File: src/rtl/mscfg_map.svh
/*
 Register offsets, field positions, reset values for the miscellaneous configuration register.
 Assumes inclusion by name from design files; definitions only.
*/
`ifndef MSCFG_MAP_SVH
`define MSCFG_MAP_SVH

// Printed index and byte address on the 32-bit bus
`define MSCFG_MISC_INDEX 8'h39
`define MSCFG_MISC_ADDR 12'he4
`define MSCFG_STATUS_ADDR 12'he8
`define MSCFG_MISC_RESET 16'h0000
// Writable bits: 15, 14, 13, 8, 7 (bits 6..0 beyond this block read zero)
`define MSCFG_MISC_WMASK 16'he180
`define MSCFG_BIT_RSVD15 15
`define MSCFG_BIT_PD_REG 14
`define MSCFG_BIT_CAL_X2 13
`define MSCFG_BIT_STBY_OUT 8
`define MSCFG_BIT_STBY_DIAG 7
`define MSCFG_RESP_OKAY 2'b00
`define MSCFG_RESP_SLVERR 2'b10

`endif

File: src/rtl/mscfg_pkg.sv
/*
 Types for the miscellaneous configuration block.
 Assumes nothing beyond a SystemVerilog compiler.
*/
package mscfg_pkg;
   typedef struct packed {
      logic analog_regulator_power_down;
      logic calibration_range_double;
      logic standby_output_route_enable;
      logic standby_diagnostics_keep_alive;
   } mscfg_ctrl_t;

   typedef struct packed {
      logic oe;
      logic level;
   } mscfg_pin_t;

   typedef enum logic [1:0] {MSCFG_IDLE, MSCFG_RESP} mscfg_state_t;
endpackage

File: src/rtl/mscfg_top.sv
/*
 Miscellaneous configuration register with AXI4-Lite slave, driving regulator,
 calibration range, shared pin routing and standby keep-alive controls.
 Assumes a single 25 MHz clock; standby and error-enable inputs come from the
 same clock domain.
*/
`timescale 1ns/100ps
`include "mscfg_map.svh"
module mscfg_top
   import mscfg_pkg::*;
(
   // Clock and reset
   input wire logic aclk,
   input wire logic aresetn,
   // AXI4-Lite write address
   input wire logic [11:0] s_axi_awaddr,
   input wire logic s_axi_awvalid,
   output logic s_axi_awready,
   // AXI4-Lite write data
   input wire logic [31:0] s_axi_wdata,
   input wire logic [3:0] s_axi_wstrb,
   input wire logic s_axi_wvalid,
   output logic s_axi_wready,
   // AXI4-Lite write response
   output logic [1:0] s_axi_bresp,
   output logic s_axi_bvalid,
   input wire logic s_axi_bready,
   // AXI4-Lite read address
   input wire logic [11:0] s_axi_araddr,
   input wire logic s_axi_arvalid,
   output logic s_axi_arready,
   // AXI4-Lite read data
   output logic [31:0] s_axi_rdata,
   output logic [1:0] s_axi_rresp,
   output logic s_axi_rvalid,
   input wire logic s_axi_rready,
   // Device state and settings from elsewhere in the converter
   input wire logic in_standby,
   input wire logic diag_any_en,
   input wire logic osc_dep_err_en,
   input wire logic clk_sel_internal,
   input wire logic shared_pin_output_enable,
   input wire logic shared_pin_output_level,
   // Controls to the analog side
   output logic analog_regulator_power_down,
   output logic calibration_range_double,
   output logic diag_active_q,
   output logic osc_run_q,
   // Shared output pin
   output logic shared_output_pin_o,
   output logic shared_output_pin_oe
);
   logic [15:0] misc_q;
   mscfg_ctrl_t ctrl;
   mscfg_pin_t gpo;
   mscfg_pin_t pin_q;
   logic aw_held_q, w_held_q;
   logic [11:0] awaddr_q;
   logic [31:0] wdata_q;
   logic [3:0] wstrb_q;
   logic [15:0] wmerge;
   logic do_write;
   mscfg_state_t rd_state_q;
   // Word indices compared against the 10-bit word part of the bus address
   localparam logic [9:0] misc_word = 10'(`MSCFG_MISC_ADDR >> 2);
   localparam logic [9:0] status_word = 10'(`MSCFG_STATUS_ADDR >> 2);

   assign ctrl.analog_regulator_power_down = misc_q[`MSCFG_BIT_PD_REG];
   assign ctrl.calibration_range_double = misc_q[`MSCFG_BIT_CAL_X2];
   assign ctrl.standby_output_route_enable = misc_q[`MSCFG_BIT_STBY_OUT];
   assign ctrl.standby_diagnostics_keep_alive = misc_q[`MSCFG_BIT_STBY_DIAG];
   assign gpo = '{oe: shared_pin_output_enable, level: shared_pin_output_level};

   // Write: address and data captured in either order, then one response
   assign do_write = aw_held_q && w_held_q && !s_axi_bvalid;

   always_ff @(posedge aclk) begin
      if (!aresetn) begin
         aw_held_q <= 1'b0;
         awaddr_q <= '0;
      end else if (s_axi_awvalid && s_axi_awready) begin
         aw_held_q <= 1'b1;
         awaddr_q <= s_axi_awaddr;
      end else if (do_write) begin
         aw_held_q <= 1'b0;
      end
   end

   always_ff @(posedge aclk) begin
      if (!aresetn) begin
         w_held_q <= 1'b0;
         wdata_q <= '0;
         wstrb_q <= '0;
      end else if (s_axi_wvalid && s_axi_wready) begin
         w_held_q <= 1'b1;
         wdata_q <= s_axi_wdata;
         wstrb_q <= s_axi_wstrb;
      end else if (do_write) begin
         w_held_q <= 1'b0;
      end
   end

   always_ff @(posedge aclk) begin
      if (!aresetn) begin
         s_axi_awready <= 1'b0;
         s_axi_wready <= 1'b0;
      end else begin
         s_axi_awready <= !aw_held_q && !(s_axi_awvalid && s_axi_awready) && !s_axi_bvalid;
         s_axi_wready <= !w_held_q && !(s_axi_wvalid && s_axi_wready) && !s_axi_bvalid;
      end
   end

   always_comb begin
      wmerge = misc_q;
      if (wstrb_q[0]) begin
         wmerge[7:0] = wdata_q[7:0];
      end
      if (wstrb_q[1]) begin
         wmerge[15:8] = wdata_q[15:8];
      end
   end

   always_ff @(posedge aclk) begin
      if (!aresetn) begin
         misc_q <= `MSCFG_MISC_RESET;
      end else if (do_write && awaddr_q[11:2] == misc_word) begin
         // Bit 15 is stored as written; software keeps it zero
         misc_q <= wmerge & `MSCFG_MISC_WMASK;
      end
   end

   always_ff @(posedge aclk) begin
      if (!aresetn) begin
         s_axi_bvalid <= 1'b0;
         s_axi_bresp <= `MSCFG_RESP_OKAY;
      end else if (do_write) begin
         s_axi_bvalid <= 1'b1;
         if (awaddr_q[11:2] == misc_word) begin
            s_axi_bresp <= `MSCFG_RESP_OKAY;
         end else begin
            s_axi_bresp <= `MSCFG_RESP_SLVERR;
         end
      end else if (s_axi_bready) begin
         s_axi_bvalid <= 1'b0;
      end
   end

   // Read: one transfer at a time, answered the cycle after the address is taken
   always_ff @(posedge aclk) begin
      if (!aresetn) begin
         rd_state_q <= MSCFG_IDLE;
         s_axi_arready <= 1'b0;
         s_axi_rvalid <= 1'b0;
         s_axi_rdata <= '0;
         s_axi_rresp <= `MSCFG_RESP_OKAY;
      end else begin
         unique case (rd_state_q)
            MSCFG_IDLE: begin
               s_axi_arready <= 1'b1;
               if (s_axi_arvalid && s_axi_arready) begin
                  s_axi_arready <= 1'b0;
                  s_axi_rvalid <= 1'b1;
                  rd_state_q <= MSCFG_RESP;
                  s_axi_rresp <= `MSCFG_RESP_OKAY;
                  if (s_axi_araddr[11:2] == misc_word) begin
                     s_axi_rdata <= {16'h0000, misc_q};
                  end else if (s_axi_araddr[11:2] == status_word) begin
                     s_axi_rdata <= {28'h0000000, osc_run_q, diag_active_q,
                                     shared_output_pin_oe, shared_output_pin_o};
                  end else begin
                     s_axi_rdata <= '0;
                     s_axi_rresp <= `MSCFG_RESP_SLVERR;
                  end
               end
            end
            MSCFG_RESP: begin
               if (s_axi_rready) begin
                  s_axi_rvalid <= 1'b0;
                  rd_state_q <= MSCFG_IDLE;
               end
            end
         endcase
      end
   end

   // Analog controls registered from the stored fields
   always_ff @(posedge aclk) begin
      if (!aresetn) begin
         analog_regulator_power_down <= 1'b0;
         calibration_range_double <= 1'b0;
      end else begin
         analog_regulator_power_down <= ctrl.analog_regulator_power_down;
         calibration_range_double <= ctrl.calibration_range_double;
      end
   end

   mscfg_pin_mux u_pin_mux (
      .aclk(aclk),
      .aresetn(aresetn),
      .route_en(ctrl.standby_output_route_enable),
      .in_standby(in_standby),
      .gpo(gpo),
      .pin_q(pin_q)
   );

   assign shared_output_pin_o = pin_q.level;
   assign shared_output_pin_oe = pin_q.oe;

   mscfg_osc_keep u_osc_keep (
      .aclk(aclk),
      .aresetn(aresetn),
      .in_standby(in_standby),
      .diag_keep(ctrl.standby_diagnostics_keep_alive),
      .diag_any_en(diag_any_en),
      .osc_dep_err_en(osc_dep_err_en),
      .clk_sel_internal(clk_sel_internal),
      .diag_active_q(diag_active_q),
      .osc_run_q(osc_run_q)
   );
endmodule

File: src/rtl/mscfg_pin_mux.sv
/*
 Shared output pin selection between general-purpose output and standby indication.
 Assumes same-clock inputs; result is registered.
*/
`timescale 1ns/100ps
module mscfg_pin_mux
   import mscfg_pkg::*;
(
   // Clock and reset
   input wire logic aclk,
   input wire logic aresetn,
   // Selection
   input wire logic route_en,
   input wire logic in_standby,
   input wire mscfg_pin_t gpo,
   // Pin
   output mscfg_pin_t pin_q
);
   always_ff @(posedge aclk) begin
      if (!aresetn) begin
         pin_q <= '0;
      end else if (route_en) begin
         // Active-low standby indication overrides gpo settings
         pin_q <= '{oe: 1'b1, level: !in_standby};
      end else begin
         pin_q <= gpo;
      end
   end
endmodule

File: src/rtl/mscfg_osc_keep.sv
/*
 Standby keep-alive decisions for diagnostics and the internal oscillator.
 Assumes same-clock inputs; results registered.
*/
`timescale 1ns/100ps
module mscfg_osc_keep (
   // Clock and reset
   input wire logic aclk,
   input wire logic aresetn,
   // Conditions
   input wire logic in_standby,
   input wire logic diag_keep,
   input wire logic diag_any_en,
   input wire logic osc_dep_err_en,
   input wire logic clk_sel_internal,
   // Results
   output logic diag_active_q,
   output logic osc_run_q
);
   always_ff @(posedge aclk) begin
      if (!aresetn) begin
         diag_active_q <= 1'b0;
      end else begin
         diag_active_q <= diag_any_en && (!in_standby || diag_keep);
      end
   end

   always_ff @(posedge aclk) begin
      if (!aresetn) begin
         osc_run_q <= 1'b0;
      end else if (in_standby) begin
         // Stop the oscillator unless every keep-alive condition holds
         osc_run_q <= diag_keep && osc_dep_err_en && clk_sel_internal;
      end else begin
         osc_run_q <= clk_sel_internal;
      end
   end
endmodule

File: config.mk
export PLATFORM = sky130hd
export DESIGN_NAME = mscfg_top
export DESIGN_NICKNAME = d
export VERILOG_FILES = /design/src/rtl/mscfg_pkg.sv /design/src/rtl/mscfg_top.sv /design/src/rtl/mscfg_pin_mux.sv /design/src/rtl/mscfg_osc_keep.sv
export VERILOG_INCLUDE_DIRS = /design/src /design/src/rtl
export SDC_FILE = /design/constraint.sdc
export NUM_CORES = 1
export LEC_CHECK = 0
export BUFFER_PORTS_ARGS = -buffer_cell sky130_fd_sc_hd__buf_2
export CAP_MARGIN = 20
export CORE_UTILIZATION = 40
export DETAILED_ROUTE_END_ITERATION = 10
export PLACE_DENSITY = 0.82
export SYNTH_ARGS = -nofsm -noshare
export SYNTH_HDL_FRONTEND = slang
export SYNTH_SLANG_ARGS = --single-unit
File: constraint.sdc
create_clock -name aclk -period 2 [get_ports aclk]
set_clock_uncertainty 0.2 [all_clocks]
set_input_delay 0.1 -clock aclk [delete_from_list [all_inputs] [get_ports aclk]]
set_output_delay 0.1 -clock aclk [all_outputs]
set_load 0.02 [all_outputs]
Word-level counts from Yosys, hierarchy flattened
Cells that the tools add are included.
{"block": "classes", "n_eq_ne": 6, "n_mux": 19, "n_reduce_logical": 28}
{"cell": "$eq 10x6->1 const B", "n": 3}
{"cell": "$mux 16", "n": 1}
{"cell": "$logic_and 1x1->1", "n": 13}
{"cell": "$mux 2", "n": 6}
{"cell": "$mux 1", "n": 9}
{"cell": "$reduce_and 2->1", "n": 4}
{"cell": "$logic_not 1->1", "n": 6}
{"cell": "$reduce_bool 2->1", "n": 3}
{"cell": "$mux 4", "n": 1}
{"cell": "$ne 2x2->1 const B", "n": 2}
{"cell": "$pmux 2 s2", "n": 1}
{"cell": "$eq 2x1->1 const B", "n": 1}
{"cell": "$logic_not 2->1", "n": 1}
{"cell": "$pmux 1 s2", "n": 1}
{"cell": "$logic_or 1x1->1", "n": 1}
{"block": "word_totals", "reg_bits": 86, "output_inout_bits": 47, "elab_cells": 75}

Longest topological paths before layout
Gate-level depths: netlist (run 1).
{"block": "logic_depth", "ltp_word": 4, "mapped_depth": 4, "mapped_depth_nobuf": 3}

Hierarchy
Synthesis (run 1) repeated with hierarchy kept, for this count alone.
{"block": "unflattened", "cells_unflattened": 206, "area_unflattened_um2": 1960.6}
{"mod": "mscfg_top", "instances": 1, "cells_each": 192, "area_per_inst_um2": 1813.0, "seq_area_each_um2": 840.8}
{"mod": "mscfg_pin_mux", "instances": 1, "cells_each": 6, "area_per_inst_um2": 78.8, "seq_area_each_um2": 40.0}
{"mod": "mscfg_osc_keep", "instances": 1, "cells_each": 8, "area_per_inst_um2": 68.8, "seq_area_each_um2": 40.0}

Least setup slack after synthesis (run 1)
Ideal clock, no wire load.
{"block": "synth_timing", "path_type": "reg-to-reg", "start": "register awaddr_q[9]", "end": "register misc_q[13]", "setup_ps": 72, "arrival_time_ps": 1441, "required_ps": 1728, "setup_slack_ps": 288, "path_stages_with_launch": 4, "path_buffers": 0, "period_less_slack_ps": 1712, "path_cell_list": "dfxtp_1 -> or4b_4 -> nor4_4 -> mux2i_1"}
{"block": "synth_between", "elab_chain_len": 3}
{"item": "from (decl)", "line_no": "mscfg_top.sv:58", "text": "logic [11:0] awaddr_q;"}
{"item": "from (signal assigned)", "line_no": "mscfg_top.sv:83", "text": "awaddr_q <= s_axi_awaddr;"}
{"item": "$eq 10x6->1", "line_no": "mscfg_top.sv:126", "text": "end else if (do_write && awaddr_q[11:2] == misc_word) begin"}
{"item": "$logic_and 1x1->1", "line_no": "mscfg_top.sv:126"}
{"item": "$reduce_and 2->1 (no line)"}
{"item": "to (signal assigned)", "line_no": "mscfg_top.sv:125", "text": "misc_q <= `MSCFG_MISC_RESET;"}
{"item": "to (signal assigned)", "line_no": "mscfg_top.sv:128", "text": "misc_q <= wmerge & `MSCFG_MISC_WMASK;"}
{"item": "to (decl)", "line_no": "mscfg_top.sv:53", "text": "logic [15:0] misc_q;"}
Every way passes these cells.
A chain may end at the register's enable or synchronous reset.

Final worst setup path (run 1)
{"block": "layout_timing", "start": "register awaddr_q[9]", "end": "register misc_q[8]"}
The elaborated chain is that of the path after synthesis.

==> run metrics, run 1 <==
Hold Violations, Final=0; most area-hungry cell type in the Yosys netlist=dfxtp_1; CTS sink cnt=46; Root Buffer Master=clkbuf_8; leakage power=about 1.1 nW; Buf/Inv on CP=0; CORE AREA=0.00450 mm^2; CTS Buf Count=5; Die ar.=a little over 0.005 mm^2; via count=1605; port bufs=61; Final period util=a little over 90%; Hold Crit Class=in2reg; Area Overhead vs Synth=32.7%; DR pass1 iterations=4; CP cell instances=or4b_4 -> nor4_4 -> mux2i_1; register area share after synthesis=between 40% and 50%; global-route wire length before repair=6.06 mm; P_sw=~0.45 mW; io pins=between 100 and 150; clock power share=a little over a third; Crit path max-delay family=simple AND/OR/NAND/NOR gates; row cnt=24; Sw Ratio=24.1%; die height=slightly above 70 um; initial antenna violation count=0; ANT nets after route=0; Logic pwr share=between 10% and 20%; crit path DAT=1880 ps; Power Internal=1.43 mW; Global Route Usage Sum=between 10% and 20%; Max-cap violations=0; worst vdd ir=~540 uV; Clk pin slew, worst setup/hold paths=80 ps; number of diodes=0; Syn Area/Cell=9.37 um^2; #FFs+latches synth=46; Starting Density=a little over two fifths; Crit path required time=just over 2000 ps; vias in the first global route=around 1400; Crit path depth=3; post-CTS setup buffer count=0; Clk Latency, worst-skew pair=290 ps; CP Launch Type=flop; Placer Congestion=between 0.7 and 0.8; Synth Instances=around 210; final WL=roughly 3.9 mm; vias per inst=about 4.6; fin crit period=1860 ps; CTS tree=yes; residual DRC count=0; ratio of cells with drive above 1 in the final layout=between 20 and 25%; CTS max path bufs=2; pwr/cell area=734 mW/mm^2; Synth Cell Area=between 0.0015 and 0.002 mm^2; Worst Path Max Fanout=4; drt wl/cell=~11 um; Nets=about 370; # setup viols final=0; Crit path largest cell delay=570 ps; final number of max-transition violations=0; status=finished, final reports clean; Setup crit end kind=flop; Slowest-stage cell, CP=or4b_4; post-route setup TNS=0 ps; largest net degree at the start of global routing=40; CP Class=reg2reg; total power=about 1.9 mW; DR iter-0 viols=a little over 80; H-Tree Level Count=2; hold path cells=3; Netlist cell types=31; Chip Width=71.5 um; Worst R2R Path Depth=3; leading post-synthesis cells by cell area=dfxtp_1 48%, buf_4 9.7%, nand2_1 9.7%; Reg power frac=about 52%; RSZ-0062 raised after global routing=no; Highest Clock Rate=0.539 GHz; HPWL Detailed=between 2 and 3 mm; Synthesis Warnings=0; share of the synthesized area in the top cell type=approximately 48%; total gr overflow=0
-- cell usage after synthesis --
cell,n
or4_1,1
nand4b_1,2
a32o_1,9
inv_1,5
nor4_4,1
o21ai_0,1
or4b_4,1
o21a_1,1
and2_1,4
nand3b_2,1
buf_4,25
nand2_1,50
or3b_1,1
nor4_1,1
o2bb2ai_1,1
o311a_1,1
nand2b_1,4
clkbuf_1,8
xnor2_1,1
nor3_4,1
a21boi_1,7
mux2i_1,6
a21boi_0,12
nand3b_1,4
conb_1,1
a21oi_1,3
nor2b_1,3
and3_1,1
dfxtp_1,46
nor3_1,3
nand4bb_1,1
-- state kept, by name (all words and copies together) (netlist names) --
register / flops
u_pin_mux.pin_q: 2
u_osc_keep.osc_run_q: 1
s_axi_bresp: 1
s_axi_bvalid: 1
s_axi_arready: 1
s_axi_rvalid: 1
aw_held_q: 1
wdata_q: 5
misc_q: 5
s_axi_awready: 1
u_osc_keep.diag_active_q: 1
analog_regulator_power_down: 1
calibration_range_double: 1
wstrb_q: 2
s_axi_wready: 1
s_axi_rresp: 1
awaddr_q: 10
s_axi_rdata: 9
w_held_q: 1
-- logic make-up (layout without fill, tap and decap cells) --
group,after synthesis,after routing,synth area share (%)
xor+xnor,1,1,0.454
other cells,1,25,0.194
mux,6,6,3.11
simple gates,79,79,21.8
flops,46,46,47.7
buf+inv,38,102,12.2
compound gates,35,35,14.5
-- cell usage in the layout (no fill, tap or decap) --
| master | instances |
|---|---|
| nor4_1 | 1 |
| mux2i_1 | 6 |
| o2bb2ai_1 | 1 |
| nand3b_2 | 1 |
| nand3b_1 | 4 |
| o21a_1 | 1 |
| bufinv_16 | 1 |
| or3b_1 | 1 |
| o21ai_0 | 1 |
| inv_1 | 5 |
| clkbuf_1 | 1 |
| buf_4 | 1 |
| nor4_4 | 1 |
| clkinvlp_4 | 1 |
| nor3_4 | 1 |
| buf_2 | 61 |
| nand4bb_1 | 1 |
| and3_1 | 1 |
| or4_1 | 1 |
| nor3_1 | 3 |
| nand4b_1 | 2 |
| clkbuf_8 | 5 |
| nand2b_1 | 4 |
| a21boi_1 | 7 |
| or4b_4 | 1 |
| a32o_1 | 9 |
| conb_1 | 25 |
| dlygate4sd3_1 | 27 |
| dfxtp_1 | 46 |
| a21oi_1 | 3 |
| o311a_1 | 1 |
| nor2b_1 | 3 |
| a21boi_0 | 12 |
| nand2_1 | 50 |
| xnor2_1 | 1 |
| and2_1 | 4 |
-- cell type report --
cell class	instances	area, um^2
Multi-Input combinational cell	146	863
Fill cell	393	1940
Inverter	5	18.8
Timing Repair Buffer	89	583
Clock inverter	2	37.5
Sequential cell	46	921
Tap cell	52	65.1
Clock buffer	6	72.6
-- final timing paths --
kind	start	endpoint	slack, ps
worst min-delay path	aresetn	s_axi_rresp[1]	10
worst min register to register	awaddr_q[3]	awaddr_q[3]	260
worst max register to register	awaddr_q[9]	misc_q[8]	140
worst max-delay path	awaddr_q[9]	misc_q[8]	140
-- per-stage QoR --
stage          hold slack (ps)  utilization, %  cell area (um^2)  std cells  setup WS [ps]
2_1_floorplan            -13.0               -              2020        230            288
3_3_place_gp               103            48.4              2180        311            175
3_5_place_dp               109            48.4              2180        311            137
4_1_cts                   12.8            56.9              2560        346            127
5_1_grt                   18.5            56.9              2560        346           93.2
6_report                  12.2            56.9              2560        346            144
-- what timing repair did --
item / in CTS / in global routing
resized for setup: 0 / 0
hold buffers: 27 / 0
hold endpoints to repair: 24 / 0
-- layer usage --
metal	wire length [um]	part of all wire, %	track usage (%)
met5	0	0	0
met1	1700	44	17.4
met3	247	6.4	4.78
met2	1900	49	27.7
met4	34	0.88	4.58
-- power groups by stage --
stage / clock network, mW / logic (mW) / registers, mW
detailed placement: 0 / 0.204 / 0.990
floorplan: 0 / 0.157 / 1.00
global placement: 0 / 0.201 / 0.989
global route: 0.732 / 0.268 / 0.974
finish: 0.667 / 0.245 / 0.969
CTS: 0.682 / 0.244 / 0.969
-- worst min-delay path: stages --
cell	delay, ps
buf_2	100
nand4b_1	180
o2bb2ai_1	80
Power figures use the tool's default switching activity.
==> run 2, diff against run 1 <==
--- a/config.mk
+++ b/config.mk
@@ -10,7 +10,7 @@
 export CAP_MARGIN = 20
 export CORE_UTILIZATION = 40
 export DETAILED_ROUTE_END_ITERATION = 10
-export PLACE_DENSITY = 0.82
+export PLACE_DENSITY = 0.83
 export SYNTH_ARGS = -nofsm -noshare
 export SYNTH_HDL_FRONTEND = slang
 export SYNTH_SLANG_ARGS = --single-unit
==> run 2 against run 1 <==
Sequential cell count is the same. Worst hold slack lost 1.6 ps. Non-clock buffer count is 2 lower. First-iteration DRC count fell by 54%. Clock power barely moved. Routed wire length is 1.6% higher. Via count shrank 1.6%. Largest power group unchanged. Cell area decreased by 0.78%. Clock-buffer cell count unchanged. Largest cell class unchanged. Combinational power hardly changed. Sequential share of layout area increased by 0.28 points.
==> run metrics, run 2 (synthesized netlist as in run 1, its figures left out) <==
placed cell area=0.00218 mm^2 (unchanged); Hold Violations, Final=0 (unchanged); CTS sink cnt=46 (unchanged); Most flops, register=awaddr_q; row cnt=24 (unchanged); P_sw=0.456 mW (+0.67%); Clk pin slew, worst setup/hold paths=80 ps (about the same); Hold Crit Start=aresetn; Crit path required time=2020 ps (about the same); ratio of cells with drive above 1 in the final layout=25.0% (+0.17 points); Post-Route M1 WL=1.75 mm (+2.6%); H-Tree Level Count=2 (unchanged); vias in the first global route=1483 (+6.0%); largest net degree at the start of global routing=40 (unchanged); most common cell after layout, fill and taps aside=buf_2; CTS max path bufs=2 (unchanged); CTS Buf Count=5 (unchanged); Placer Congestion=0.738 (+0.68%); leakage power=1.13 nW (-1.1%); CP Launch Type=flop; io pins=120 (unchanged); pwr/cell area=740 mW/mm^2 (+0.82%); # setup viols final=0 (unchanged); Worst Path Max Fanout=4 (unchanged); vias per inst=4.59 (-0.99%); post-route setup TNS=0 ps (unchanged); drt wl/cell=11.5 um (+2.2%); WL met3=245 um (-0.81%); Max-cap violations=0 (unchanged); HPWL Detailed=2.58 mm (+0.97%); Reg power frac=51.5% (about the same); worst setup path startpoint=awaddr_q[9]; CORE AREA=0.00450 mm^2 (unchanged); Power Internal=1.43 mW (-0.18%); ANT nets after route=0 (unchanged); crit path DAT=1890 ps (about the same); Sw Ratio=24.2% (+0.16 points); Root Buffer Master=clkbuf_8; fin crit period=1870 ps (+14.8 ps); final WL=3.94 mm (+1.6%); Highest Clock Rate=0.535 GHz (-0.79%); clock power share=35.6% (about the same); most frequent cells in the layout=61 x buf_2, 50 x nand2_1, 46 x dfxtp_1; die height=71.5 um (unchanged); CP Class=reg2reg; multi-input logic area=863 um^2 (unchanged); flip-flop and latch area=921 um^2 (unchanged); global-route wire length before repair=6.46 mm (+6.6%); R2R Path Start=awaddr_q[9]; initial antenna violation count=0 (unchanged); Non-Filler Instances=344 (-0.58%); DR iter-0 viols=38 (-54%); met2 routed WL=1.92 mm (+1.1%); Chip Width=71.5 um (unchanged); Clk Latency, worst-skew pair=290 ps (about the same); Starting Density=42.9% (unchanged); max reg flops=10 (unchanged); Setup crit end kind=flop; Die ar.=0.00511 mm^2 (unchanged); Hold Crit Class=in2reg; CTS tree=yes; final number of max-transition violations=0 (unchanged); placed insts=311 (unchanged); Logic pwr share=12.9% (about the same); worst vdd ir=434 uV (-20%); highest metal used=met4; number of diodes=0 (unchanged); final core occ=56.4% (-0.44 points); filler instances=399 (+1.5%); residual DRC count=0 (unchanged); Nets=364 (-0.55%); total gr overflow=0 (unchanged); via count=1580 (-1.6%); post-route cell area=0.00254 mm^2 (-0.78%); RSZ-0062 raised after global routing=no; Area Overhead vs Synth=31.6%; Final period util=93.5% (+0.74 points); post-CTS setup buffer count=0 (unchanged); status=finished, final reports clean; Global Route Usage Sum=16.3% (+0.88 points); port bufs=61 (unchanged); Top Registers=awaddr_q x10, s_axi_rdata x9; DR pass1 iterations=4 (unchanged)
run 2: cell count changes in the layout (fill, tap and decap cells not counted):
cell and change:
dlygate4sd3_1 -2
run 2: metal layers:
metal / GRT usage (%) / vias to the layer above
met5: 0 / -
met4: 3.92 / 0
met3: 4.64 / 5
met2: 30.8 / 65
met1: 17.8 / 694
li1: - / 816
run 2: cell type report:
| class | instances | area share, % |
|---|---|---|
| flip-flops and latches | 46 | 36.2 |
| clock buffers | 6 | 2.86 |
| inverters | 5 | 0.739 |
| multi-input cells | 146 | 34.0 |
| clock inverters | 2 | 1.48 |
| well taps | 52 | 2.56 |
| repair buffers | 87 | 22.2 |
run 2: final timing paths:
check                           slack, ps  cells past startpoint           end
worst min register to register        260                      2   awaddr_q[3]
worst min-delay path                   10                      3  s_axi_rvalid
worst max register to register        130                      3    misc_q[14]
worst max-delay path                  130                      3    misc_q[14]
run 2: repair_timing:
| action | in CTS | in global routing |
|---|---|---|
| hold buffers | 25 | 0 |
| gates resized for setup | 0 | 0 |
| endpoints found under the hold margin | 24 | 0 |
run 2: through the flow:
step	setup slack (ps)	hold slack, ps	power [mW]
2_1_floorplan	288	-13.0	1.16
3_3_place_gp	174	104	1.19
3_5_place_dp	137	115	1.19
4_1_cts	106	7.19	1.90
5_1_grt	57.8	18.8	1.97
6_report	129	10.6	1.88
run 2: critical path, cell delays in order, from the launching register on:
cell and delay [ps]:
dfxtp_1 320, or4b_4 570, nor4_4 470, mux2i_1 240
run 2: power groups by stage:
stage	sequential (mW)	clock (mW)	combinational, mW
6_report	0.970	0.669	0.243
5_1_grt	0.975	0.732	0.265
4_1_cts	0.970	0.687	0.241
3_5_place_dp	0.991	0	0.203
3_3_place_gp	0.989	0	0.201
2_1_floorplan	1.00	0	0.157
